**src/include/tlih_pkg.sv**
```systemverilog
// Purpose: shared constants, types and helpers of the interrupt handler
// Assumes: 8-bit register port, 19 sources, one system clock
// Notes:   sources 0 and 2 are also fed from the two external pins
package tlih_pkg;

  // ==========================================================
  // sources and vectors
  localparam int              NUM_SRC     = 19;
  localparam int              SRC_W       = 5;
  localparam int              EXT0_SRC    = 0;
  localparam int              EXT1_SRC    = 2;
  localparam logic [15:0]     RESET_VEC   = 16'h0000;
  localparam logic [15:0]     VEC_BASE    = 16'h0003;
  localparam logic [18:0]     HW_CLR_MASK = 19'h0000F;

  // ==========================================================
  // register offsets
  localparam logic [7:0]      OFS_EN0     = 8'h00;
  localparam logic [7:0]      OFS_EN1     = 8'h01;
  localparam logic [7:0]      OFS_EN2     = 8'h02;
  localparam logic [7:0]      OFS_PRI0    = 8'h03;
  localparam logic [7:0]      OFS_PRI1    = 8'h04;
  localparam logic [7:0]      OFS_PRI2    = 8'h05;
  localparam logic [7:0]      OFS_PND0    = 8'h06;
  localparam logic [7:0]      OFS_PND1    = 8'h07;
  localparam logic [7:0]      OFS_PND2    = 8'h08;
  localparam logic [7:0]      OFS_STAT    = 8'h09;
  localparam int              GLB_EN_BIT  = 7;

  // ==========================================================
  // reset values
  localparam logic [18:0]     EN_RST      = 19'h00000;
  localparam logic [18:0]     PRI_RST     = 19'h00000;
  localparam logic [18:0]     PND_RST     = 19'h00000;
  localparam logic            GLB_EN_RST  = 1'b0;

  // ==========================================================
  // timing: clock period in ns, the rest in system clock cycles
  localparam int              CLK_PERIOD_NS = 8;
  localparam int              DETECT_CYC    = 1;
  localparam int              CALL_CYC      = 5;
  localparam int              RESP_MIN_CYC  = 7;
  localparam int              RESP_MAX_CYC  = 19;

  // ==========================================================
  // types
  typedef enum logic {LVL_LOW = 1'b0, LVL_HIGH = 1'b1} tlih_level_t;

  typedef enum logic [1:0] {
    SVC_IDLE = 2'b00,
    SVC_LOW  = 2'b01,
    SVC_NEST = 2'b11,
    SVC_HIGH = 2'b10
  } tlih_svc_t;

  typedef struct packed {
    logic [7:0] addr;
    logic [7:0] wdata;
    logic       wr;
    logic       rd;
  } tlih_bus_t;

  typedef struct packed {
    logic              valid;
    tlih_level_t       level;
    logic [SRC_W-1:0]  src;
    logic [15:0]       vector;
  } tlih_req_t;

  // ==========================================================
  // helpers
  function automatic logic [23:0] to_bytes(input logic [18:0] v);
    return {4'h0, v[18:15], v[14:7], 1'b0, v[6:0]};
  endfunction

  function automatic logic [18:0] from_bytes(input logic [23:0] b);
    return {b[19:16], b[15:8], b[6:0]};
  endfunction

  function automatic logic [SRC_W-1:0] first_src(input logic [18:0] v);
    logic [SRC_W-1:0] id;
    id = '0;
    for (int i = NUM_SRC - 1; i >= 0; i--) begin
      if (v[i]) begin
        id = SRC_W'(i);
      end
    end
    return id;
  endfunction

endpackage

```
**src/rtl/tlih_core.sv**
```systemverilog
// Purpose: two-level interrupt handler beside an 8-bit core sequencer
// Assumes: sources pulse on clock_in; pins are asynchronous, active low
// Notes:   core takes a request with take_in at an instruction boundary
`timescale 1ns/1ps
`default_nettype none

module tlih_core
  import tlih_pkg::*;
(
  // clock and reset
  input  wire logic               clock_in,
  input  wire logic               rst_n_in,
  // register port
  input  wire tlih_bus_t          bus_in,
  output var  logic [7:0]         rd_data_out,
  // interrupt sources
  input  wire logic [NUM_SRC-1:0] src_event_in,
  input  wire logic [1:0]         ext_pin_n_in,
  // core sequencer
  input  wire logic               instr_done_in,
  input  wire logic               take_in,
  input  wire logic               return_from_service_in,
  output var  tlih_req_t          req_out,
  output var  tlih_svc_t          svc_out
);

  // ==========================================================
  // state
  logic               glb_en_r;
  logic [NUM_SRC-1:0] en_r;
  logic [NUM_SRC-1:0] pri_r;
  logic [NUM_SRC-1:0] pend_r;
  tlih_svc_t          svc_r;
  logic               hold_r;
  tlih_req_t          req_r;
  tlih_req_t          req_nxt;
  logic [7:0]         rd_data_r;
  logic [7:0]         rd_data_nxt;
  logic [1:0]         pin_s1_r;
  logic [1:0]         pin_s2_r;
  logic [1:0]         pin_s3_r;

  // ==========================================================
  // register decode
  logic               sel_en;
  logic               sel_pri;
  logic               sel_pnd;
  logic               sel_stat;
  logic [1:0]         lane;
  logic [23:0]        lane_mask24;
  logic [23:0]        wdata24;
  logic [NUM_SRC-1:0] wr_mask;
  logic [NUM_SRC-1:0] wr_val;

  always_comb begin
    sel_en   = 1'b0;
    sel_pri  = 1'b0;
    sel_pnd  = 1'b0;
    sel_stat = 1'b0;
    lane     = 2'd0;
    unique case (bus_in.addr)
      OFS_EN0: begin
        sel_en = 1'b1;
      end
      OFS_EN1: begin
        sel_en = 1'b1;
        lane   = 2'd1;
      end
      OFS_EN2: begin
        sel_en = 1'b1;
        lane   = 2'd2;
      end
      OFS_PRI0: begin
        sel_pri = 1'b1;
      end
      OFS_PRI1: begin
        sel_pri = 1'b1;
        lane    = 2'd1;
      end
      OFS_PRI2: begin
        sel_pri = 1'b1;
        lane    = 2'd2;
      end
      OFS_PND0: begin
        sel_pnd = 1'b1;
      end
      OFS_PND1: begin
        sel_pnd = 1'b1;
        lane    = 2'd1;
      end
      OFS_PND2: begin
        sel_pnd = 1'b1;
        lane    = 2'd2;
      end
      OFS_STAT: begin
        sel_stat = 1'b1;
      end
      default: begin
        lane = 2'd0;
      end
    endcase
  end

  assign lane_mask24 = 24'(24'h0000FF << {lane, 3'b000});
  assign wdata24     = 24'({16'h0000, bus_in.wdata} << {lane, 3'b000});
  assign wr_mask     = from_bytes(lane_mask24);
  assign wr_val      = from_bytes(wdata24) & wr_mask;

  // ==========================================================
  // enable and priority registers
  always_ff @(posedge clock_in or negedge rst_n_in) begin
    if (!rst_n_in) begin
      glb_en_r <= GLB_EN_RST;
      en_r     <= EN_RST;
    end else if (bus_in.wr && sel_en) begin
      en_r <= (en_r & ~wr_mask) | wr_val;
      if (lane == 2'd0) begin
        glb_en_r <= bus_in.wdata[GLB_EN_BIT];
      end
    end
  end

  always_ff @(posedge clock_in or negedge rst_n_in) begin
    if (!rst_n_in) begin
      pri_r <= PRI_RST;
    end else if (bus_in.wr && sel_pri) begin
      pri_r <= (pri_r & ~wr_mask) | wr_val;
    end
  end

  // ==========================================================
  // external pins: two-flop sync, falling edge
  always_ff @(posedge clock_in or negedge rst_n_in) begin
    if (!rst_n_in) begin
      pin_s1_r <= 2'h3;
      pin_s2_r <= 2'h3;
      pin_s3_r <= 2'h3;
    end else begin
      pin_s1_r <= ext_pin_n_in;
      pin_s2_r <= pin_s1_r;
      pin_s3_r <= pin_s2_r;
    end
  end

  // ==========================================================
  // pending flags
  logic [NUM_SRC-1:0] evt;
  logic [NUM_SRC-1:0] hw_clr;
  logic [NUM_SRC-1:0] sw_set;
  logic [NUM_SRC-1:0] sw_clr;
  logic [NUM_SRC-1:0] set_v;

  always_comb begin
    evt           = src_event_in;
    evt[EXT0_SRC] = src_event_in[EXT0_SRC] | (pin_s3_r[0] & ~pin_s2_r[0]);
    evt[EXT1_SRC] = src_event_in[EXT1_SRC] | (pin_s3_r[1] & ~pin_s2_r[1]);
  end

  assign sw_set = (bus_in.wr && sel_pnd) ? wr_val : '0;
  assign sw_clr = (bus_in.wr && sel_pnd) ? (wr_mask & ~wr_val) : '0;
  assign hw_clr = (take_in && req_r.valid) ?
                  (HW_CLR_MASK & (NUM_SRC'(1) << req_r.src)) : '0;
  assign set_v  = evt | sw_set;

  generate
    for (genvar i = 0; i < NUM_SRC; i++) begin : g_pend
      always_ff @(posedge clock_in or negedge rst_n_in) begin
        if (!rst_n_in) begin
          pend_r[i] <= PND_RST[i];
        end else if (set_v[i]) begin
          pend_r[i] <= 1'b1;
        end else if (sw_clr[i] || hw_clr[i]) begin
          pend_r[i] <= 1'b0;
        end
      end
    end
  endgenerate

  // ==========================================================
  // arbitration, every cycle
  logic [NUM_SRC-1:0] cand;
  logic [NUM_SRC-1:0] hi_cand;
  logic [NUM_SRC-1:0] lo_cand;
  logic               allow_hi;
  logic               allow_lo;
  logic               pick_valid;

  assign cand     = pend_r & en_r & {NUM_SRC{glb_en_r}};
  assign hi_cand  = cand & pri_r;
  assign lo_cand  = cand & ~pri_r;
  assign allow_hi = (svc_r == SVC_IDLE) || (svc_r == SVC_LOW);
  assign allow_lo = (svc_r == SVC_IDLE);
  assign pick_valid = (allow_hi && (hi_cand != '0)) ||
                      (allow_lo && (lo_cand != '0));

  always_comb begin
    req_nxt.valid  = pick_valid && !hold_r && !take_in && !return_from_service_in;
    req_nxt.level  = LVL_LOW;
    req_nxt.src    = first_src(lo_cand);
    if (allow_hi && (hi_cand != '0)) begin
      req_nxt.level = LVL_HIGH;
      req_nxt.src   = first_src(hi_cand);
    end
    req_nxt.vector = VEC_BASE + {8'h00, req_nxt.src, 3'b000};
  end

  always_ff @(posedge clock_in or negedge rst_n_in) begin
    if (!rst_n_in) begin
      req_r <= '{valid: 1'b0, level: LVL_LOW, src: '0, vector: RESET_VEC};
    end else begin
      req_r <= req_nxt;
    end
  end

  // ==========================================================
  // after return, one instruction before a new request
  always_ff @(posedge clock_in or negedge rst_n_in) begin
    if (!rst_n_in) begin
      hold_r <= 1'b0;
    end else if (return_from_service_in) begin
      hold_r <= 1'b1;
    end else if (instr_done_in) begin
      hold_r <= 1'b0;
    end
  end

  // ==========================================================
  // service nesting
  always_ff @(posedge clock_in or negedge rst_n_in) begin
    if (!rst_n_in) begin
      svc_r <= SVC_IDLE;
    end else if (take_in && req_r.valid) begin
      unique case (svc_r)
        SVC_IDLE: begin
          svc_r <= (req_r.level == LVL_HIGH) ? SVC_HIGH : SVC_LOW;
        end
        SVC_LOW: begin
          svc_r <= SVC_NEST;
        end
        SVC_NEST, SVC_HIGH: begin
          svc_r <= svc_r;
        end
      endcase
    end else if (return_from_service_in) begin
      unique case (svc_r)
        SVC_IDLE, SVC_LOW, SVC_HIGH: begin
          svc_r <= SVC_IDLE;
        end
        SVC_NEST: begin
          svc_r <= SVC_LOW;
        end
      endcase
    end
  end

  // ==========================================================
  // read port
  logic [23:0] en24;
  logic [23:0] pri24;
  logic [23:0] pnd24;

  assign en24  = to_bytes(en_r);
  assign pri24 = to_bytes(pri_r);
  assign pnd24 = to_bytes(pend_r);

  always_comb begin
    rd_data_nxt = 8'h00;
    if (bus_in.rd) begin
      if (sel_en) begin
        rd_data_nxt = 8'(en24 >> {lane, 3'b000});
        if (lane == 2'd0) begin
          rd_data_nxt[GLB_EN_BIT] = glb_en_r;
        end
      end else if (sel_pri) begin
        rd_data_nxt = 8'(pri24 >> {lane, 3'b000});
      end else if (sel_pnd) begin
        rd_data_nxt = 8'(pnd24 >> {lane, 3'b000});
      end else if (sel_stat) begin
        rd_data_nxt = {4'h0, hold_r, req_r.valid, svc_r};
      end
    end
  end

  always_ff @(posedge clock_in or negedge rst_n_in) begin
    if (!rst_n_in) begin
      rd_data_r <= 8'h00;
    end else begin
      rd_data_r <= rd_data_nxt;
    end
  end

  assign rd_data_out = rd_data_r;
  assign req_out     = req_r;
  assign svc_out     = svc_r;
endmodule

`default_nettype wire

```
**config.mk**
```make
export PLATFORM = sky130hd
export DESIGN_NAME = tlih_core
export DESIGN_NICKNAME = d
export VERILOG_FILES = /design/src/include/tlih_pkg.sv /design/src/rtl/tlih_core.sv
export SDC_FILE = /design/constraint.sdc
export NUM_CORES = 1
export LEC_CHECK = 0
export ABC_AREA = 1
export BUFFER_PORTS_ARGS = -buffer_cell sky130_fd_sc_hd__clkbuf_2
export CORE_MARGIN = 8
export CORE_UTILIZATION = 45
export DETAILED_ROUTE_END_ITERATION = 10
export PLACE_DENSITY = 0.71
export SLEW_MARGIN = 25
export SYNTH_ARGS = -nofsm -noshare
export SYNTH_HDL_FRONTEND = slang
export SYNTH_SLANG_ARGS = --single-unit
```
**constraint.sdc**
```tcl
create_clock -name clock_in -period 1.8 [get_ports clock_in]
set_clock_uncertainty 0.1 [all_clocks]
set_input_delay 0.36 -clock clock_in [delete_from_list [all_inputs] [get_ports clock_in]]
set_output_delay 0.36 -clock clock_in [all_outputs]
set_load 0.01 [all_outputs]
```
---- After elaboration in Yosys (flattened, before gate mapping) ----
Cells that the tools add are included.
operators by class
  mux-type cells .......................... 98
  reduce and logical (&&, ||, !) cells .... 68
  eq/ne operators ......................... 13
  shifts and indexed selects .............. 6
  $add $sub $neg .......................... 1
  bitwise logic cells ..................... 20
operators by type and width
  cell                                                  number
  2-to-1 mux 5 bit                                      38
  bitwise AND 19 bit                                    8
  right shift 20 x 5 -> 8 bit                           3
  inverter 19 bit                                       3
  OR 19 bit                                             3
  2-to-1 mux 1 bit                                      45
  nonzero test 2 bit                                    21
  2-to-1 mux 19 bit                                     2
  nonzero test 19 bit                                   2
  equality test 8 x 3 -> 1 bit (second input constant)  4
  2-to-1 mux 8 bit                                      4
  << shifter 8 x 5 -> 20 bit                            1
  << shifter 8 x 5 -> 20 bit (first input constant)     1
  OR reduction 3 bit                                    6
  equality test 8 x 2 -> 1 bit (second input constant)  2
  equality test 8 x 4 -> 1 bit (second input constant)  2
  logical OR 1 bit (second input constant)              15
  case mux 2 bit (2 select lines)                       3
  adder 2 x 8 -> 9 bit (first input constant)           1
  logical AND 1 bit                                     9
  equality test 8 x 1 -> 1 bit (second input constant)  1
  logical NOT 8 bit                                     1
  2-to-1 mux 4 bit                                      2
  logical OR 1 bit                                      6
  other kinds (13)                                      23
storage, ports and cells
  bits in registers ....................... 91
  output and inout port bits .............. 33

---- Longest topological paths before layout ----
Gate-level depths: netlist of run 1.
  word-level depth ........................ 24
  depth in mapped cells ................... 20

---- Worst setup path after synthesis of run 1 ----
Ideal clock, no wire load.
  kind .................................... input to register
  start ................................... input port bus_in[17] (netlist name)
  end ..................................... register pend_r[16]
  data required time ...................... 1.574 ns
  arrival time ............................ 1.602 ns
  setup time .............................. 0.126 ns
  stages .................................. 12
  slack ................................... -0.028 ns
  path buffers ............................ 1
  cells stage by stage .................... nor2_2 -> nand2_4 -> inv_4 -> nand3_1 -> inv_2 -> nor2_4 -> nor2_8 -> inv_4 -> buf_6 -> nor2_4 -> inv_2 -> a221o_1
on the way
  word-level cells in the longest chain between the ends .. 10
  elaborated cells on any way between the ends .. 24
  classes of those cells .................. 7 x eq/ne; 2 x shift; 5 x mux; 4 x bitwise; 6 x reduce/logical
RTL lines
  what                                                  RTL line                            RTL
  start: declaration                                    tlih_core.sv:14                     input wire tlih_bus_t bus_in,
  equality test 8 x 4 -> 1 bit (tied with other cells)  tlih_core.sv:61                     unique case (bus_in.addr)
  OR reduction 3 bit (no line)                          --
  case mux 2 bit (2 select lines)                       tlih_core.sv:61
  << shifter 8 x 5 -> 20 bit (on tied branches)         tlih_core.sv:105, tlih_core.sv:104
  bitwise AND 19 bit                                    tlih_core.sv:107                    assign wr_val = from_bytes(wdata24) & wr_mask;
  inverter 19 bit                                       tlih_core.sv:160                    assign sw_clr = (bus_in.wr && sel_pnd) ? (wr_mask & ~wr_val) : '0;
  bitwise AND 19 bit                                    tlih_core.sv:160
  2-to-1 mux 19 bit                                     tlih_core.sv:160
  logical OR 1 bit                                      tlih_core.sv:172                    end else if (sw_clr[i] || hw_clr[i]) begin
  nonzero test 2 bit (no line)                          --
  end signal: indexed assignment                        tlih_core.sv:169                    pend_r[i] <= PND_RST[i];
  end: declaration                                      tlih_core.sv:32                     logic [NUM_SRC-1:0] pend_r;
Parallel ways exist; a longest one is shown, timed or not.
A chain may end at the register's enable or synchronous reset.

==> results of run 1 <==
-- worst max path at each step --
stage / start / end
floorplan: bus_in[17] / pend_r[2]
global placement: bus_in[17] / register
detailed placement: bus_in[17] / register
CTS: glb_en_r / req_out[18]
global route: glb_en_r / req_out[16]
finish: glb_en_r / req_out[18]
-- cell usage after synthesis (3+ instances only) --
| cell | count |
|---|---|
| sky130_fd_sc_hd__o221ai_1 | 7 |
| sky130_fd_sc_hd__o22ai_1 | 10 |
| sky130_fd_sc_hd__o21ai_1 | 13 |
| sky130_fd_sc_hd__nand3_1 | 28 |
| sky130_fd_sc_hd__nand2_1 | 135 |
| sky130_fd_sc_hd__a31oi_1 | 5 |
| sky130_fd_sc_hd__nor3_1 | 6 |
| sky130_fd_sc_hd__nor2_1 | 75 |
| sky130_fd_sc_hd__a21oi_1 | 24 |
| sky130_fd_sc_hd__inv_2 | 9 |
| sky130_fd_sc_hd__buf_2 | 6 |
| sky130_fd_sc_hd__o211ai_1 | 3 |
| sky130_fd_sc_hd__dfstp_2 | 6 |
| sky130_fd_sc_hd__a221oi_1 | 4 |
| sky130_fd_sc_hd__o21ai_0 | 56 |
| sky130_fd_sc_hd__nand2_2 | 4 |
| sky130_fd_sc_hd__a22oi_1 | 6 |
| sky130_fd_sc_hd__inv_1 | 81 |
| sky130_fd_sc_hd__or2_2 | 4 |
| sky130_fd_sc_hd__nand4_1 | 7 |
| sky130_fd_sc_hd__buf_4 | 19 |
| sky130_fd_sc_hd__inv_4 | 4 |
| sky130_fd_sc_hd__nand2_4 | 4 |
| sky130_fd_sc_hd__nor2_2 | 6 |
| sky130_fd_sc_hd__nor3_4 | 3 |
| sky130_fd_sc_hd__dfrtp_1 | 77 |
| sky130_fd_sc_hd__nor2_4 | 6 |
-- layout make-up --
class	instances	area (um^2)	area share, %
Multi-Input combinational cell	429	2280	35.6
Sequential cell	83	2090	32.5
Timing Repair Buffer	182	1270	19.9
Inverter	94	368	5.73
Tap cell	136	170	2.65
Clock buffer	11	131	2.05
Clock inverter	5	103	1.60
-- worst max-delay path, cell delays in order, from the launching register on --
cell and delay, ps:
sky130_fd_sc_hd__dfrtp_2 460, sky130_fd_sc_hd__buf_12 180, sky130_fd_sc_hd__nand3_1 100, sky130_fd_sc_hd__nor2_1 70, sky130_fd_sc_hd__nor2_2 150, sky130_fd_sc_hd__nand2_2 80, sky130_fd_sc_hd__nor2_2 140, sky130_fd_sc_hd__nand3_2 90
sky130_fd_sc_hd__nand2_2 100, sky130_fd_sc_hd__inv_2 90, sky130_fd_sc_hd__nor2_1 110, sky130_fd_sc_hd__o21ai_0 110, sky130_fd_sc_hd__o31ai_1 100
-- power by group --
group | switching, mW | internal, mW
clock | 0.702 | 0.922
combinational | 0.271 | 0.190
sequential | 0.0606 | 1.93
-- timing repair --
action | 4_1_cts | 5_1_grt
setup endpoints to repair | 7 | 26
hold buffers | 3 | 0
buffers inserted | 3 | 3
pin swaps | 1 | 11
gates resized for setup | 2 | 40
endpoints found under the hold margin | 23 | 0
-- through the flow --
stage | hold slack [ps] | setup WS [ps] | instance area (um^2)
final | 82.9 | -204 | 6410
after CTS | 66.1 | -204 | 6260
after global routing | 75.2 | -358 | 6410
after global placement | 174 | -224 | 5960
after detailed placement | 175 | -310 | 5960
after floorplan | -35.6 | -9.49 | 4810
-- logic make-up (layout without fill, tap and decap cells) --
family | Yosys count | in the layout
other cells | 2 | 10
simple gates | 280 | 280
mux | 1 | 1
buf+inv | 123 | 292
compound gates | 138 | 138
flops | 83 | 83
-- layer usage --
| metal | share of wire, % | wire [um] | vias up | track usage [%] |
|---|---|---|---|---|
| li1 | - | - | 2362 | - |
| met1 | 41 | 6840 | 2350 | 28.2 |
| met2 | 48 | 7880 | 218 | 39.4 |
| met3 | 6.8 | 1130 | 51 | 5.05 |
| met4 | 3.9 | 643 | 0 | 10.4 |
| met5 | 0 | 0 | - | 0 |
==> impl_metrics.env, run 1 <==
export IMPL_layout_common_cells="sky130_fd_sc_hd__nand2_1, sky130_fd_sc_hd__buf_4, sky130_fd_sc_hd__inv_1, sky130_fd_sc_hd__dfrtp_1, sky130_fd_sc_hd__clkbuf_2"
export IMPL_setup_worst_path_start_class="register"
export IMPL_drtPass1Iterations=6
export IMPL_clock_sinks=83
export IMPL_final_critical_path_setup_slack_ps=-204
export IMPL_fp_row_count=37
export IMPL_synthDistinctLibCells=42
export IMPL_area_delta_synth_final_pct=34.6
export IMPL_routedWlPerCell_um=17.5
export IMPL_place_gp_congestion=0.996
export IMPL_design_portCount=77
export IMPL_mostFrequentLayoutCell="sky130_fd_sc_hd__nand2_1"
export IMPL_cts_made_buffers=9
export IMPL_die_height_um=119
export IMPL_timing_critical_path_required_ps=1950
export IMPL_category_of_the_critical_setup_timing_path="register to register"
export IMPL_synth_top_area_share_pct=40.4
export IMPL_syn_avg_cell_area_um2=7.60
export IMPL_violations="negative setup slack"
export IMPL_die_width_um=119
export IMPL_max_clock_path_buffers=2
export IMPL_max_freq_mhz=499
export IMPL_utilization_pct=62.1
export IMPL_grt_util_all_layers_pct=23.3
export IMPL_clk_root_buffer_cell="sky130_fd_sc_hd__clkbuf_8"
export IMPL_timing_final_hold_violations=0
export IMPL_grt_overflow_total=0
export IMPL_synth_area_leaders="sky130_fd_sc_hd__dfrtp_1, sky130_fd_sc_hd__nand2_1, sky130_fd_sc_hd__inv_1"
export IMPL_finalWirelength_um=16500
export IMPL_drive_above_1_share_pct=34.1
export IMPL_routed_vias=4981
export IMPL_r2r_end="req_out[18]"
export IMPL_fin_total_pwr_mw=4.08
export IMPL_antennaDiodeCount=0
export IMPL_drc_errors=0
export IMPL_vias_per_cell=5.30
export IMPL_pins_over_slew_limit=0
export IMPL_synthSimpleGateAreaFrac_pct=26.8
export IMPL_reg2reg_slack_ps=-200
export IMPL_peakVddDrop_v=0.000370
export IMPL_start_util_pct=46.2
export IMPL_ys_warnings_count=0
export IMPL_kind_of_path_behind_the_tightest_hold_check="input pin to register"
export IMPL_place_port_buffers=67
export IMPL_tns_ps=-914
export IMPL_setup_violations=6
export IMPL_first_global_vias=5052
export IMPL_final_antenna_net_count=0
export IMPL_postSynthCellCount=627
export IMPL_core_region_area_mm2=0.0103
export IMPL_arrival_ps=2150
export IMPL_synth_ff_latch_count=83
export IMPL_cts_clk_slew_worst_paths_ps=90
export IMPL_seq_area_frac_synth_pct=43.7
export IMPL_yosys_area_share_adder_pct=0
export IMPL_drtIter0Drc=436
export IMPL_grt_antenna_before_repair=0
export IMPL_synth_async_reset_ratio_pct=100
export IMPL_synthDominantAreaCellType="sky130_fd_sc_hd__dfrtp_1"
export IMPL_worst_skew_pair_latency_ps=360
export IMPL_critPathCaptureType="register"
export IMPL_layout_min_cycle_time_ps=2000
export IMPL_final_nets=843
export IMPL_ys_flop_type="sky130_fd_sc_hd__dfrtp_1"
export IMPL_yosys_mux_area_fraction_pct=0.236
export IMPL_pwr_density_cell_mw_per_mm2=635
export IMPL_run_status="complete, but fails checks"
export IMPL_synth_edff_count=0
export IMPL_synth_xor_area_share_pct=0
export IMPL_maxCapViolations=0
export IMPL_worstPathMaxFanout=20
export IMPL_timing_final_crit_share_pct=111
export IMPL_timing_hold_worst_path_depth=2
export IMPL_synth_compound_area_share_pct=17.2
export IMPL_instances_no_fill=940
export IMPL_hold_end="req_out[22]"
export IMPL_p_leak_nw=3.21
export IMPL_mappedNetlistArea_mm2=0.00477
export IMPL_largest_net_degree_at_the_start_of_global_routing=34
export IMPL_grt_pass1_wl_um=26000
export IMPL_main_combinational_cell_family_by_area_after_synthesis="simple AND/OR/NAND/NOR gates"
export IMPL_dpl_cell_count=915
export IMPL_cts_tree="done"
export IMPL_num_fill_cells=913
export IMPL_hold_path_startpoint="take_in"
export IMPL_detailed_place_hpwl_um=13000
export IMPL_cts_max_level=3
export IMPL_rr_worst_depth=12
export IMPL_fp_dieArea_mm2=0.0141
export IMPL_rsz0062_at_grt="true"
export IMPL_critical_path_reg2reg_startpoint="glb_en_r"
Power figures use the tool's default switching activity.
==> inputs of run 2 (changes only) <==
Settings changed: PLACE_DENSITY 0.71 to 0.69, REMOVE_ABC_BUFFERS set to 1.
Clock period 1.8 ns to 2.4 ns, I/O delays scaled along.
==> impl_metrics.env, run 2 (same netlist as run 1, synthesis figures left out) <==
export IMPL_grt_pass1_wl_um=23400
export IMPL_critPathCaptureType="register"
export IMPL_peakVddDrop_v=0.000327
export IMPL_worstPathMaxFanout=10
export IMPL_drtIter0Drc=320
export IMPL_core_region_area_mm2=0.0103
export IMPL_fp_row_count=37
export IMPL_instances_no_fill=842
export IMPL_rsz0062_at_grt="false"
export IMPL_max_freq_mhz=468
export IMPL_p_leak_nw=2.70
export IMPL_kind_of_path_behind_the_tightest_hold_check="input pin to register"
export IMPL_grt_overflow_total=0
export IMPL_mostFrequentLayoutCell="sky130_fd_sc_hd__nand2_1"
export IMPL_fp_dieArea_mm2=0.0141
export IMPL_layout_common_cells="sky130_fd_sc_hd__nand2_1, sky130_fd_sc_hd__inv_1, sky130_fd_sc_hd__dfrtp_1, sky130_fd_sc_hd__nor2_1, sky130_fd_sc_hd__clkbuf_2"
export IMPL_timing_critical_path_required_ps=2560
export IMPL_dpl_cell_count=825
export IMPL_maxCapViolations=0
export IMPL_drc_errors=0
export IMPL_place_worst_setup_slack_ps=115
export IMPL_pwr_density_cell_mw_per_mm2=511
export IMPL_clock_sinks=83
export IMPL_grt_util_all_layers_pct=20.9
export IMPL_place_port_buffers=67
export IMPL_vias_per_cell=5.30
export IMPL_post_cts_repair_setup_buffers=0
export IMPL_tns_ps=0
export IMPL_run_status="completed"
export IMPL_placed_area_mm2=0.00523
export IMPL_first_global_vias=4456
export IMPL_setup_violations=0
export IMPL_clk_root_buffer_cell="sky130_fd_sc_hd__clkbuf_8"
export IMPL_final_antenna_net_count=0
export IMPL_final_nets=745
export IMPL_antennaDiodeCount=0
export IMPL_timing_final_crit_share_pct=89.0
export IMPL_final_critical_path_setup_slack_ps=264
export IMPL_area_delta_synth_final_pct=14.1
export IMPL_routed_vias=4459
export IMPL_detailed_place_hpwl_um=11400
export IMPL_reg2reg_slack_ps=260
export IMPL_drive_above_1_share_pct=21.1
export IMPL_cts_tree="done"
export IMPL_fin_total_pwr_mw=2.78
export IMPL_start_util_pct=46.2
export IMPL_cts_clk_slew_worst_paths_ps=80
export IMPL_design_portCount=77
export IMPL_grt_use_met3_pct=5.05
export IMPL_finalWirelength_um=14300
export IMPL_grt_antenna_before_repair=0
export IMPL_globalRouteMet1Util_pct=26.5
export IMPL_pins_over_slew_limit=0
export IMPL_worst_skew_pair_latency_ps=370
export IMPL_cts_max_level=3
export IMPL_global_route_usage_met2_pct=33.7
export IMPL_max_clock_path_buffers=2
export IMPL_cts_made_buffers=9
export IMPL_place_gp_congestion=0.946
export IMPL_die_width_um=119
export IMPL_timing_final_hold_violations=0
export IMPL_setup_worst_path_start_class="register"
export IMPL_routedWlPerCell_um=17.0
export IMPL_category_of_the_critical_setup_timing_path="register to register"
export IMPL_die_height_um=119
export IMPL_hold_worst_slack_ps=89.9
export IMPL_arrival_ps=2290
export IMPL_post_route_cell_area_mm2=0.00544
export IMPL_drtPass1Iterations=5
export IMPL_grt_busiest_layer="met2"
export IMPL_largest_net_degree_at_the_start_of_global_routing=52
export IMPL_utilization_pct=52.7
export IMPL_layout_min_cycle_time_ps=2140
-- run 2: changes by cell type in the layout (fill, tap and decap cells not counted), sizes merged --
cell         change
clkinv           +3
buf             -96
dlygate4sd3      -2
clkbuf           -2
bufinv           -2
clkinvlp         +1
-- run 2: repair_timing --
| action | in CTS | in global routing |
|---|---|---|
| hold buffers | 1 | 0 |
| setup endpoints to repair | 0 | 0 |
| gates resized for setup | 0 | 0 |
| endpoints found under the hold margin | 26 | 0 |
-- run 2: per-layer routing --
metal	part of all wire, %	wire [um]
met1	44	6270
met2	47	6670
met3	7.2	1030
met4	2.5	359
met5	0	0
-- run 2: power breakdown --
| group | internal (mW) | switching (mW) | total [mW] |
|---|---|---|---|
| registers | 1.45 | 0.0503 | 1.50 |
| logic | 0.101 | 0.176 | 0.277 |
| clock network | 0.476 | 0.527 | 1.00 |
-- run 2: critical path, cell delays in order (launching register included) --
cell and delay, ps:
sky130_fd_sc_hd__dfrtp_1 480, sky130_fd_sc_hd__buf_4 220, sky130_fd_sc_hd__nand3_1 100, sky130_fd_sc_hd__nor2_1 70, sky130_fd_sc_hd__nor2_1 130, sky130_fd_sc_hd__nand2_1 90, sky130_fd_sc_hd__nor4_1 360, sky130_fd_sc_hd__nand2_1 90
sky130_fd_sc_hd__inv_1 90, sky130_fd_sc_hd__a31oi_1 100, sky130_fd_sc_hd__o21ai_0 150, sky130_fd_sc_hd__nor3_1 70
-- run 2: area by class of cell --
type	count	area (um^2)
clock buffer	9	124
fill	1020	4890
sequential	83	2080
inverter	94	363
clock inverter	7	68.8
tap	136	170
multi-input combinational	429	2150
timing repair buffer	84	480
-- run 2: path summary, 6_finish.rpt --
check / from / to / cells past startpoint
setup / recovery: glb_en_r / req_out[22] / 11
hold / removal: ext_pin_n_in[1] / pin_s1_r[1] / 1
setup reg to reg: glb_en_r / req_out[22] / 11
hold reg to reg: pin_s1_r[1] / pin_s2_r[1] / 0
max in group asynchronous: rst_n_in / async pin / 3
min in group asynchronous: rst_n_in / rd_data_out[1] / 2
==> inputs of run 3 (changes only) <==
Settings changed: RECOVER_POWER set to 100.
==> impl_metrics.env, run 3 (same netlist as run 1, synthesis figures left out) <==
export IMPL_run_status="completed"
export IMPL_core_region_area_mm2=0.0103
export IMPL_final_antenna_net_count=0
export IMPL_relSlewSlack_pct=44.2
export IMPL_grt_antenna_before_repair=0
export IMPL_routedWlPerCell_um=17.2
export IMPL_cts_tree="done"
export IMPL_mostFrequentLayoutCell="sky130_fd_sc_hd__nand2_1"
export IMPL_power_frac_comb_pct=9.7
export IMPL_pwr_density_cell_mw_per_mm2=518
export IMPL_r2r_end="req_out[18]"
export IMPL_setup_worst_path_start_class="input pin"
export IMPL_place_port_buffers=67
export IMPL_pins_over_slew_limit=0
export IMPL_grt_overflow_total=0
export IMPL_fp_dieArea_mm2=0.0141
export IMPL_timing_final_hold_violations=0
export IMPL_tns_ps=0
export IMPL_die_width_um=119
export IMPL_hold_end="pin_s1_r[1]"
export IMPL_detailed_place_hpwl_um=11400
export IMPL_start_util_pct=46.2
export IMPL_worstPathMaxFanout=13
export IMPL_cts_max_level=3
export IMPL_placed_area_mm2=0.00523
export IMPL_clock_sinks=83
export IMPL_timing_final_crit_share_pct=92.5
export IMPL_switching_share_pct=27.2
export IMPL_layout_common_cells="sky130_fd_sc_hd__nand2_1, sky130_fd_sc_hd__inv_1, sky130_fd_sc_hd__nor2_1, sky130_fd_sc_hd__dfrtp_1, sky130_fd_sc_hd__o21ai_0"
export IMPL_timing_critical_path_required_ps=2560
export IMPL_sequential_cell_area_mm2=0.00208
export IMPL_power_frac_seq_pct=54.0
export IMPL_post_route_cell_area_mm2=0.00535
export IMPL_rr_worst_depth=12
export IMPL_instances_no_fill=842
export IMPL_post_cts_repair_setup_buffers=0
export IMPL_critical_path_reg2reg_startpoint="glb_en_r"
export IMPL_drive_above_1_share_pct=15.7
export IMPL_peakVddDrop_v=0.000327
export IMPL_multiInputGateArea_mm2=0.00210
export IMPL_drtIter0Drc=322
export IMPL_fp_row_count=37
export IMPL_power_share_clock_pct=36.3
export IMPL_max_clock_path_buffers=2
export IMPL_clk_root_buffer_cell="sky130_fd_sc_hd__clkbuf_8"
export IMPL_post_cts_resized=0
export IMPL_cts_made_buffers=9
export IMPL_maxCapViolations=0
export IMPL_timing_hold_worst_path_depth=1
export IMPL_hold_path_startpoint="ext_pin_n_in[1]"
export IMPL_drtPass1Iterations=5
export IMPL_cts_hold_repair_buffers=1
export IMPL_p_leak_nw=2.60
export IMPL_final_nets=745
export IMPL_rsz0062_at_grt="false"
export IMPL_max_freq_mhz=451
export IMPL_dpl_cell_count=825
export IMPL_place_worst_setup_slack_ps=115
export IMPL_finalWirelength_um=14400
export IMPL_kind_of_path_behind_the_tightest_hold_check="input pin to register"
export IMPL_critPathCaptureType="register"
export IMPL_drc_errors=0
export IMPL_area_delta_synth_final_pct=12.3
export IMPL_measured_slew_at_the_worst_slew_check_pin_ps=836
export IMPL_setup_violations=0
export IMPL_routed_vias=4485
export IMPL_timing_critical_path_buf_inv=4
export IMPL_place_gp_congestion=0.946
export IMPL_cts_clk_slew_worst_paths_ps=80
export IMPL_first_global_vias=4456
export IMPL_die_height_um=119
export IMPL_slowest_cp_cell="sky130_fd_sc_hd__nor2_1"
export IMPL_worst_skew_pair_latency_ps=370
export IMPL_num_fill_cells=1048
export IMPL_final_critical_path_setup_slack_ps=181
export IMPL_switchingPower_mw=0.756
export IMPL_category_of_the_critical_setup_timing_path="input pin to register"
export IMPL_critical_path_cell_chain="clkbuf_2 > nor2_1 > nand2_4 > clkinvlp_2 > nand2_1 > nor2_4 > nor2_2 > nand2_4 > nor2_1 > inv_4 > nor2_2 > inv_2 > a311o_1"
export IMPL_arrival_ps=2380
export IMPL_vias_per_cell=5.33
export IMPL_timing_critical_path_slowest_cell_delay_ps=310
export IMPL_grt_util_all_layers_pct=20.9
export IMPL_top_delay_family_on_crit_path="simple AND/OR/NAND/NOR gates"
export IMPL_layout_min_cycle_time_ps=2220
export IMPL_largest_net_degree_at_the_start_of_global_routing=52
export IMPL_power_report_internal_total_mw=2.02
export IMPL_reg2reg_slack_ps=210
export IMPL_fin_total_pwr_mw=2.77
export IMPL_grt_pass1_wl_um=23400
export IMPL_design_portCount=77
export IMPL_antennaDiodeCount=0
export IMPL_utilization_pct=51.9
export IMPL_hold_worst_slack_ps=83.7
==> run 3: cell type report <==
cell class                 instances  area share (%)
clock buffer                       9            2.31
timing repair buffer              84            8.23
clock inverter                     7            1.29
multi-input combinational        429            39.3
tap                              136            3.18
inverter                          94            6.75
sequential                        83            38.9
==> run 3: per-layer routing <==
layer | track usage [%] | vias to the layer above | share of wire [%]
met3 | 5.05 | 29 | 7.2
met4 | 8.54 | 0 | 2.5
met2 | 33.7 | 178 | 46
li1 | - | 2173 | -
met5 | 0 | - | 0
met1 | 26.5 | 2105 | 44
==> run 3: power by group through the flow <==
stage	clock, mW	sequential [mW]	combinational [mW]
floorplan	0	1.52	0.125
global placement	0	1.52	0.270
detailed placement	0	1.52	0.274
CTS	1.03	1.50	0.277
global route	1.08	1.50	0.306
finish	1.01	1.50	0.269
==> run 3: worst reg2reg max path: cells and delay by family (launching register included) <==
kind                   cells  cell delay [ps]
and+or+nand+nor            8              950
DFF                        1              480
buffers and inverters      2              390
AOI/OAI and AO/OA          2              170
==> run 3: worst max path at each step <==
stage,start,to,cells past startpoint
6_report,bus_in[17],pend_r[1],13
5_1_grt,bus_in[12],pend_r[1],13
4_1_cts,glb_en_r,req_out[22],11
3_5_place_dp,bus_in[17],pend_r[1],14
3_3_place_gp,bus_in[17],pend_r[1],13
2_1_floorplan,bus_in[17],glb_en_r,10
